<file path="config.mk">
export PLATFORM = sky130hd
export DESIGN_NAME = scs_clock_select
export DESIGN_NICKNAME = d
export VERILOG_FILES = /design/src/logic/scs_clock_select.v
export VERILOG_INCLUDE_DIRS = /design/src /design/src/logic
export SDC_FILE = /design/constraint.sdc
export NUM_CORES = 1
export LEC_CHECK = 0
export BUFFER_PORTS_ARGS = -buffer_cell sky130_fd_sc_hd__buf_4
export CORE_UTILIZATION = 45
export DETAILED_ROUTE_END_ITERATION = 10
export PLACE_DENSITY = 0.77
export SLEW_MARGIN = 10
export SYNTH_ARGS = -nofsm -noshare
export SYNTH_HDL_FRONTEND = slang
export SYNTH_SLANG_ARGS = --single-unit
</file>
<file path="constraint.sdc">
create_clock -name clk_sys -period 4.5 [get_ports clk_sys]
set_input_delay 0.45 -clock clk_sys [delete_from_list [all_inputs] [get_ports clk_sys]]
set_output_delay 0.45 -clock clk_sys [all_outputs]
set_load 0.01 [all_outputs]
</file>
<file path="src/logic/scs_defs.vh">
`ifndef SCS_DEFS_VH
`define SCS_DEFS_VH

// Register byte offsets
`define SCS_OFS_SYS_CTRL     8'h00
`define SCS_OFS_PLL_CTRL     8'h04
`define SCS_OFS_PRESCALER    8'h08
`define SCS_OFS_FLASH_CTRL   8'h0c
`define SCS_OFS_STATUS       8'h10

// Clock source select codes
`define SCS_SEL_WAKEUP       2'h0
`define SCS_SEL_PLL_PRESC    2'h2
`define SCS_SEL_DIRECT       2'h3

// Field positions
`define SCS_SYS_SEL_HI       1
`define SCS_SYS_SEL_LO       0
`define SCS_PLL_BYP_BIT      0
`define SCS_PLL_INT_BIT      1
`define SCS_PLL_P_HI         7
`define SCS_PLL_P_LO         4
`define SCS_PLL_N_HI         14
`define SCS_PLL_N_LO         8
`define SCS_PLL_K2_HI        22
`define SCS_PLL_K2_LO        16
`define SCS_PLL_WMASK        32'h007f_7ff3
`define SCS_PRE_HI           9
`define SCS_PRE_LO           0
`define SCS_FWS_HI           3
`define SCS_FWS_LO           0
`define SCS_ST_SEL_LO        0
`define SCS_ST_BYP_BIT       2
`define SCS_ST_PEND_BIT      3
`define SCS_ST_CLK_BIT       4
`define SCS_ST_PK_LO         16

// Reset values
`define SCS_RST_SEL          2'h0
`define SCS_RST_PLL_CTRL     32'h0000_0001
`define SCS_RST_PRESCALER    10'h000
`define SCS_RST_FWS          4'h4

`endif

</file>
<file path="src/logic/scs_clock_select.v">
`include "scs_defs.vh"
`default_nettype none

module scs_clock_select #(
  parameter AW = 16,
  parameter DW = 32
) (
  input  wire          clk_sys,
  input  wire          rst_n,
  input  wire [7:0]    avs_address,
  input  wire          avs_read,
  input  wire          avs_write,
  input  wire [31:0]   avs_writedata,
  input  wire [3:0]    avs_byteenable,
  output reg  [31:0]   avs_readdata,
  output reg           avs_waitrequest,
  input  wire          direct_clock_input,
  input  wire          crystal_input,
  input  wire          internal_clock_input,
  input  wire          wakeup_clock_input,
  input  wire          pll_vco_input,
  output reg           sys_clock_out,
  input  wire          fetch_req,
  input  wire [AW-1:0] fetch_addr,
  output reg           fetch_busy,
  output reg           fetch_valid,
  output reg  [DW-1:0] fetch_data,
  output reg  [AW-1:0] flash_addr,
  input  wire [DW-1:0] flash_rdata
);

  localparam ST_IDLE   = 2'h0;
  localparam ST_DEMAND = 2'h1;
  localparam ST_PREF   = 2'h2;

  ////////////////////////////////////////////////////////////////////////////
  // Registers
  reg  [1:0]    clock_source_select;
  reg  [31:0]   pll_control_reg0;
  reg  [9:0]    prescaler_divider_field;
  reg  [3:0]    flash_wait_state_count;
  wire          vco_bypass_bit = pll_control_reg0[`SCS_PLL_BYP_BIT];
  wire [3:0]    pll_input_divider_field = pll_control_reg0[`SCS_PLL_P_HI:`SCS_PLL_P_LO];
  wire [6:0]    pll_multiplier_field = pll_control_reg0[`SCS_PLL_N_HI:`SCS_PLL_N_LO];
  wire [6:0]    pll_output_divider_field = pll_control_reg0[`SCS_PLL_K2_HI:`SCS_PLL_K2_LO];

  // Active configuration, applied only at a period boundary
  reg  [1:0]    act_sel;
  reg           act_byp;
  reg           act_int;
  reg  [9:0]    act_div;
  reg  [9:0]    cnt;
  reg  [11:0]   pk_product;

  // Byte-lane merge for writes
  function [31:0] merge;
    input [31:0] old;
    input [31:0] wd;
    input [3:0]  be;
    integer i;
    begin
      merge = old;
      for (i = 0; i < 4; i = i + 1) begin
        if (be[i])
          merge[i*8 +: 8] = wd[i*8 +: 8];
      end
    end
  endfunction

  // Divider field of a given configuration
  function [9:0] div_of;
    input [1:0] sel;
    input       byp;
    input [9:0] pre;
    input [6:0] k2;
    begin
      if (sel != `SCS_SEL_PLL_PRESC)
        div_of = 10'h000;
      else if (byp)
        div_of = pre;
      else
        div_of = {3'h0, k2};
    end
  endfunction

  ////////////////////////////////////////////////////////////////////////////
  // Pin synchronisers
  wire [4:0] pin_raw = {pll_vco_input, wakeup_clock_input, internal_clock_input,
                        crystal_input, direct_clock_input};
  reg  [4:0] pin_s1;
  reg  [4:0] pin_s2;
  reg        src_d;

  always @(posedge clk_sys) begin
    if (!rst_n) begin
      pin_s1 <= 5'h00;
      pin_s2 <= 5'h00;
    end else begin
      pin_s1 <= pin_raw;
      pin_s2 <= pin_s1;
    end
  end

  ////////////////////////////////////////////////////////////////////////////
  // Source selection and division
  reg src;
  always @* begin
    case (act_sel)
      `SCS_SEL_DIRECT:     src = pin_s2[0];
      `SCS_SEL_PLL_PRESC:  src = !act_byp ? pin_s2[4] :
                                 (act_int ? pin_s2[2] : pin_s2[1]);
      default:             src = pin_s2[3];
    endcase
  end

  wire        src_rise = src & ~src_d;
  wire [9:0]  cfg_div = div_of(clock_source_select, vco_bypass_bit,
                               prescaler_divider_field, pll_output_divider_field);
  wire        cfg_diff = (clock_source_select != act_sel) || (vco_bypass_bit != act_byp) ||
                         (pll_control_reg0[`SCS_PLL_INT_BIT] != act_int) ||
                         (cfg_div != act_div);
  wire        wrap = src_rise && (cnt == act_div);
  wire [9:0]  cnt_next = (cnt == act_div) ? 10'h000 : cnt + 10'h001;
  wire [10:0] hi_len = ({1'b0, act_div} + 11'h002) >> 1;

  always @(posedge clk_sys) begin
    if (!rst_n) begin
      src_d         <= 1'b0;
      act_sel       <= `SCS_RST_SEL;
      act_byp       <= 1'b1;
      act_int       <= 1'b0;
      act_div       <= 10'h000;
      cnt           <= 10'h000;
      sys_clock_out <= 1'b0;
    end else begin
      src_d <= src;
      if (cfg_diff && wrap) begin
        // Hold low, take the new set; first new rising edge starts a full period
        act_sel       <= clock_source_select;
        act_byp       <= vco_bypass_bit;
        act_int       <= pll_control_reg0[`SCS_PLL_INT_BIT];
        act_div       <= cfg_div;
        cnt           <= cfg_div;
        sys_clock_out <= 1'b0;
      end else if (act_div == 10'h000) begin
        sys_clock_out <= src;
      end else if (src_rise) begin
        cnt           <= cnt_next;
        sys_clock_out <= ({1'b0, cnt_next} < hi_len);
      end
    end
  end

  // Ratio denominator (P+1)*(K2+1) for software; N is read back from its field
  always @(posedge clk_sys) begin
    if (!rst_n)
      pk_product <= 12'h000;
    else
      pk_product <= ({8'h00, pll_input_divider_field} + 12'h001) *
                    ({5'h00, pll_output_divider_field} + 12'h001);
  end

  ////////////////////////////////////////////////////////////////////////////
  // Avalon-MM slave, one wait cycle per access
  wire        req = avs_read | avs_write;
  reg  [31:0] rd_mux;
  wire [31:0] wr_merged = merge(rd_mux, avs_writedata, avs_byteenable);
  always @* begin
    case (avs_address)
      `SCS_OFS_SYS_CTRL:   rd_mux = {30'h0, clock_source_select};
      `SCS_OFS_PLL_CTRL:   rd_mux = pll_control_reg0;
      `SCS_OFS_PRESCALER:  rd_mux = {22'h0, prescaler_divider_field};
      `SCS_OFS_FLASH_CTRL: rd_mux = {28'h0, flash_wait_state_count};
      `SCS_OFS_STATUS:     rd_mux = {4'h0, pk_product, 11'h000, sys_clock_out,
                                     cfg_diff, act_byp, act_sel};
      default:             rd_mux = 32'h0000_0000;
    endcase
  end

  always @(posedge clk_sys) begin
    if (!rst_n) begin
      avs_waitrequest         <= 1'b1;
      avs_readdata            <= 32'h0000_0000;
      clock_source_select     <= `SCS_RST_SEL;
      pll_control_reg0        <= `SCS_RST_PLL_CTRL;
      prescaler_divider_field <= `SCS_RST_PRESCALER;
      flash_wait_state_count  <= `SCS_RST_FWS;
    end else begin
      if (req && avs_waitrequest) begin
        avs_waitrequest <= 1'b0;
        avs_readdata    <= avs_read ? rd_mux : 32'h0000_0000;
      end else begin
        avs_waitrequest <= 1'b1;
      end
      if (avs_write && !avs_waitrequest) begin
        case (avs_address)
          `SCS_OFS_SYS_CTRL:
            clock_source_select <= wr_merged[`SCS_SYS_SEL_HI:`SCS_SYS_SEL_LO];
          `SCS_OFS_PLL_CTRL:
            pll_control_reg0 <= wr_merged & `SCS_PLL_WMASK;
          `SCS_OFS_PRESCALER:
            prescaler_divider_field <= wr_merged[`SCS_PRE_HI:`SCS_PRE_LO];
          `SCS_OFS_FLASH_CTRL:
            flash_wait_state_count <= wr_merged[`SCS_FWS_HI:`SCS_FWS_LO];
          default: ;
        endcase
      end
    end
  end

  ////////////////////////////////////////////////////////////////////////////
  // Flash fetch with wait states and one-word prefetch
  reg [1:0]    fst;
  reg [3:0]    ws_cnt;
  reg          pf_valid;
  reg [AW-1:0] pf_addr;
  reg [DW-1:0] pf_data;
  wire [3:0]   ws_load = (flash_wait_state_count == 4'h0) ? 4'h1 : flash_wait_state_count;
  wire         ws_done = (ws_cnt <= 4'h1);
  wire         take = fetch_req && !fetch_busy;

  always @(posedge clk_sys) begin
    if (!rst_n) begin
      fst         <= ST_IDLE;
      ws_cnt      <= 4'h0;
      pf_valid    <= 1'b0;
      pf_addr     <= {AW{1'b0}};
      pf_data     <= {DW{1'b0}};
      fetch_busy  <= 1'b0;
      fetch_valid <= 1'b0;
      fetch_data  <= {DW{1'b0}};
      flash_addr  <= {AW{1'b0}};
    end else begin
      fetch_valid <= 1'b0;
      case (fst)
        ST_IDLE: begin
          if (take && pf_valid && fetch_addr == pf_addr) begin
            fetch_valid <= 1'b1;
            fetch_data  <= pf_data;
            pf_valid    <= 1'b0;
            flash_addr  <= pf_addr + 1'b1;
            ws_cnt      <= ws_load;
            fst         <= ST_PREF;
          end else if (take) begin
            pf_valid   <= 1'b0;
            flash_addr <= fetch_addr;
            ws_cnt     <= ws_load;
            fetch_busy <= 1'b1;
            fst        <= ST_DEMAND;
          end
        end
        ST_DEMAND: begin
          if (ws_done) begin
            fetch_valid <= 1'b1;
            fetch_data  <= flash_rdata;
            fetch_busy  <= 1'b0;
            flash_addr  <= flash_addr + 1'b1;
            ws_cnt      <= ws_load;
            fst         <= ST_PREF;
          end else begin
            ws_cnt <= ws_cnt - 4'h1;
          end
        end
        ST_PREF: begin
          if (take) begin
            fetch_busy <= 1'b1;
            fst        <= ST_DEMAND;
            if (fetch_addr == flash_addr) begin
              ws_cnt <= ws_done ? 4'h1 : ws_cnt - 4'h1;
            end else begin
              flash_addr <= fetch_addr;
              ws_cnt     <= ws_load;
            end
          end else if (ws_done) begin
            pf_valid <= 1'b1;
            pf_addr  <= flash_addr;
            pf_data  <= flash_rdata;
            fst      <= ST_IDLE;
          end else begin
            ws_cnt <= ws_cnt - 4'h1;
          end
        end
        default: fst <= ST_IDLE;
      endcase
    end
  end

endmodule

`default_nettype wire

</file>
==> impl_metrics.env <==
export IMPL_run_status="complete, no violations"
export IMPL_synth_simple_gate_area_share=0.221
export IMPL_worst_endpoint_required_ps=4900
export IMPL_worst_setup_hold_path_clk_slew_ps=60
export IMPL_netlist_top_cell_by_area="dfxtp_1"
export IMPL_met2_usage=0.385
export IMPL_globalRouteTotalUtil=0.230
export IMPL_timing_reg2reg_setup_slack_ps=230
export IMPL_netlist_area_sq_um=12300
export IMPL_design_final_nets=1803
export IMPL_switching_share=0.352
export IMPL_num_rows=60
export IMPL_synth_cell_types=81
export IMPL_netlist_top_cells_count="nand2_1, dfxtp_1, nor2_1"
export IMPL_gr_total_overflow=0
export IMPL_grt_util_met1=0.294
export IMPL_post_synth_mux_area_share=0.0473
export IMPL_post_drt_via_cell_ratio=5.69
export IMPL_rsz0062_at_grt="false"
export IMPL_numClockSinks=217
export IMPL_synth_async_sr_flop_share=0
export IMPL_drt_drc_violations_left=0
export IMPL_place_inst=1957
export IMPL_busiest_layer="met2"
export IMPL_combinationalPowerShare=0.323
export IMPL_chipWidth_um=168
export IMPL_max_freq_ghz=0.234
export IMPL_report_final_setup_viol=0
export IMPL_relSlewSlack=0.247
export IMPL_cellLeakagePower_nw=5.83
export IMPL_drt_iter0_drc=801
export IMPL_timing_critical_path_from_type="flip-flop"
export IMPL_yosys_top_cells_area="dfxtp_1, nand2_1, a21oi_1, nor2_1, xnor2_1"
export IMPL_timing_setup_tns_ps=0
export IMPL_synth_most_common_cell="nand2_1"
export IMPL_worst_setup_path_end_kind="flip-flop"
export IMPL_worst_slew_pin_slew_ps=1130
export IMPL_post_cts_repair_resize_count=0
export IMPL_share_seq_of_total_power=0.379
export IMPL_hold_class="input port to flip-flop"
export IMPL_grt_met3_usage=0.0421
export IMPL_grt_pass1_wl_um=53500
export IMPL_first_global_vias=10700
export IMPL_fin_ws_ps=235
export IMPL_power_report_internal_total_mw=4.17
export IMPL_critical_path_max_fanout=5
export IMPL_drt_total_wl_um=33100
export IMPL_power_density_nw_per_um2=445
export IMPL_synthesized_area_divided_by_synthesized_cell_count_sq_um=8.05
export IMPL_cp_cell_sequence="ha_1 -> xnor2_1 -> or2_2 -> fa_1 -> fa_1 -> fa_1 -> inv_1 -> ha_1 -> inv_1 -> o21ai_1 -> a2111oi_0 -> or3_1 -> o21ai_2 -> xnor2_1 -> nor2_1"
export IMPL_final_hold_worst_slack_ps=137
export IMPL_period_share=0.948
export IMPL_antenna_cells=0
export IMPL_pre_antenna_drt_iters=7
export IMPL_die_area_sq_um=28100
export IMPL_fin_total_pwr_mw=6.44
export IMPL_grt_max_degree=107
export IMPL_max_cap_violations=0
export IMPL_place_gp_congestion=0.975
export IMPL_synth_xor_area_share=0.0753
export IMPL_cts_hold_repair_buffers=0
export IMPL_syn2layout_area_growth_pct=17.3
export IMPL_ys_seq_elements=217
export IMPL_dominant_combinational_cell_family_by_area_after_synthesis="simple AND/OR/NAND/NOR gates"
export IMPL_post_route_cells_drive_above_1_share=0.158
export IMPL_cts_tree="built"
export IMPL_path_class="flip-flop to flip-flop"
export IMPL_cts_root_buffer_cell="clkbuf_16"
export IMPL_switchingPower_mw=2.27
export IMPL_die_height_um=168
export IMPL_clock_skew_ps=31.8
export IMPL_netlist_area_leader_share=0.352
export IMPL_critical_path_max_stage_delay_ps=540
export IMPL_preCtsSetupSlack_ps=112
export IMPL_io_buffers=169
export IMPL_power_ir_vdd_worst_mv=0.360
export IMPL_critical_path_most_common_cell="fa_1"
export IMPL_period_needed_ps=4270
export IMPL_dpl_hpwl_um=23400
export IMPL_synth_compound_gate_area_share=0.178
export IMPL_maxSlewViolCount=0
export IMPL_grt_antenna_before_repair=0
export IMPL_clk_path_buf_depth=3
export IMPL_final_cells=1999
export IMPL_top_level_ports=186
export IMPL_worstPathArrival_ps=4670
export IMPL_ys_seq_area_frac=0.352
export IMPL_cts_inserted_buffers=25
export IMPL_core_area_sq_um=26900
export IMPL_source_to_sink_clock_delay_at_the_later_pin_of_the_worst_skew_pair_ps=530
export IMPL_post_cts_setup_buffers=0
export IMPL_number_of_warnings_reported_in_the_yosys_synthesis_log=0
export IMPL_cts_htree_levels=1
export IMPL_crit_slowest_cell="fa_1"
export IMPL_synth_cells=1532
export IMPL_detail_route_wl_per_cell_um=16.6
export IMPL_vias=11400
export IMPL_proportion_of_power_drawn_by_the_clock_network=0.298
export IMPL_finalHoldViolCount=0
export IMPL_initial_core_util=0.459
export IMPL_detail_route_antenna_nets=0
export IMPL_yosys_area_share_adder=0.0692
export IMPL_synth_top_flop_cell="dfxtp_1"
export IMPL_synth_edff_count=0
[cell families (layout without fill, tap and decap cells)]
| family | Yosys count | in the layout |
|---|---|---|
| AO/OA/AOI/OAI | 346 | 346 |
| XOR/XNOR | 106 | 106 |
| adder cells (fa/ha/maj) | 58 | 58 |
| buffers and inverters | 160 | 282 |
| flip-flops | 217 | 217 |
| multiplexers | 55 | 55 |
| other | 1 | 5 |
| AND/OR/NAND/NOR | 589 | 589 |
[routing by layer]
layer	up-vias	share of wire
li1	5500	-
met3	69	0.072
met4	0	0.028
met5	-	0
met2	405	0.47
met1	5394	0.43
[area by class of cell]
cell class | instances | area, sq um
inverter | 52 | 198
sequential | 217 | 4340
multi-input combinational | 1159 | 7330
timing repair buffer | 188 | 1410
fill | 2460 | 12400
clock inverter | 5 | 56.3
clock buffer | 37 | 701
tap | 341 | 427
[flip-flops by register name (all words and copies together) (netlist names), 2 cells and up]
name	cells
pf_data	32
pin_s2	5
prescaler_divider_field	10
pf_addr	16
flash_wait_state_count	4
clock_source_select	2
pll_control_reg0	20
pin_s1	5
cnt	10
ws_cnt	4
pk_product	12
act_div	10
avs_readdata	27
flash_addr	16
fetch_data	32
fst	2
act_sel	2
[metrics by stage]
| stage | utilization | area [sq um] |
|---|---|---|
| after detailed placement | 0.510 | 13700 |
| after global routing | 0.538 | 14500 |
| final | 0.538 | 14500 |
| after global placement | 0.510 | 13700 |
| after floorplan | - | 12300 |
| after CTS | 0.538 | 14500 |
[power groups by stage]
stage	logic, mW	clock network (mW)	registers, mW
after floorplan	1.34	0	2.45
after global placement	2.03	0	2.46
after detailed placement	2.07	0	2.47
after CTS	2.07	1.95	2.43
after global routing	2.28	2.04	2.47
final	2.08	1.92	2.44
[cells in the final DEF (no fill, tap or decap), drive strengths merged, types with 11 or more instances in the layout]
master / count
inv: 51
o211ai: 11
a22oi: 30
nand2: 224
nor2b: 15
a21oi: 142
xnor2: 59
or2: 12
and3: 17
nand2b: 13
nor3: 18
a211oi: 42
mux2i: 49
a31oi: 12
ha: 41
o21ai: 54
nand4: 17
xor2: 47
nor2: 157
fa: 17
nand3: 62
dfxtp: 217
and2: 23
buf: 188
clkbuf: 37
[final timing paths]
kind,start,end,depth (start not counted)
max,pll_control_reg0[16]$_SDFFE_PN0P_,pk_product[11]$_SDFF_PN0_,15
max reg2reg,pll_control_reg0[16]$_SDFFE_PN0P_,pk_product[11]$_SDFF_PN0_,15
min,direct_clock_input,pin_s1[0]$_SDFF_PN0_,2
min reg2reg,pin_s1[2]$_SDFF_PN0_,pin_s2[2]$_SDFF_PN0_,1
[critical path: cells and delay by family, from the launching register on]
family          cells  cell delay, ps
compound gates      3             450
xor+xnor            2             520
fa+ha+maj           5            2050
buf+inv             2             120
flops               1             310
simple gates        3             690
Power figures use the tool's default switching activity.
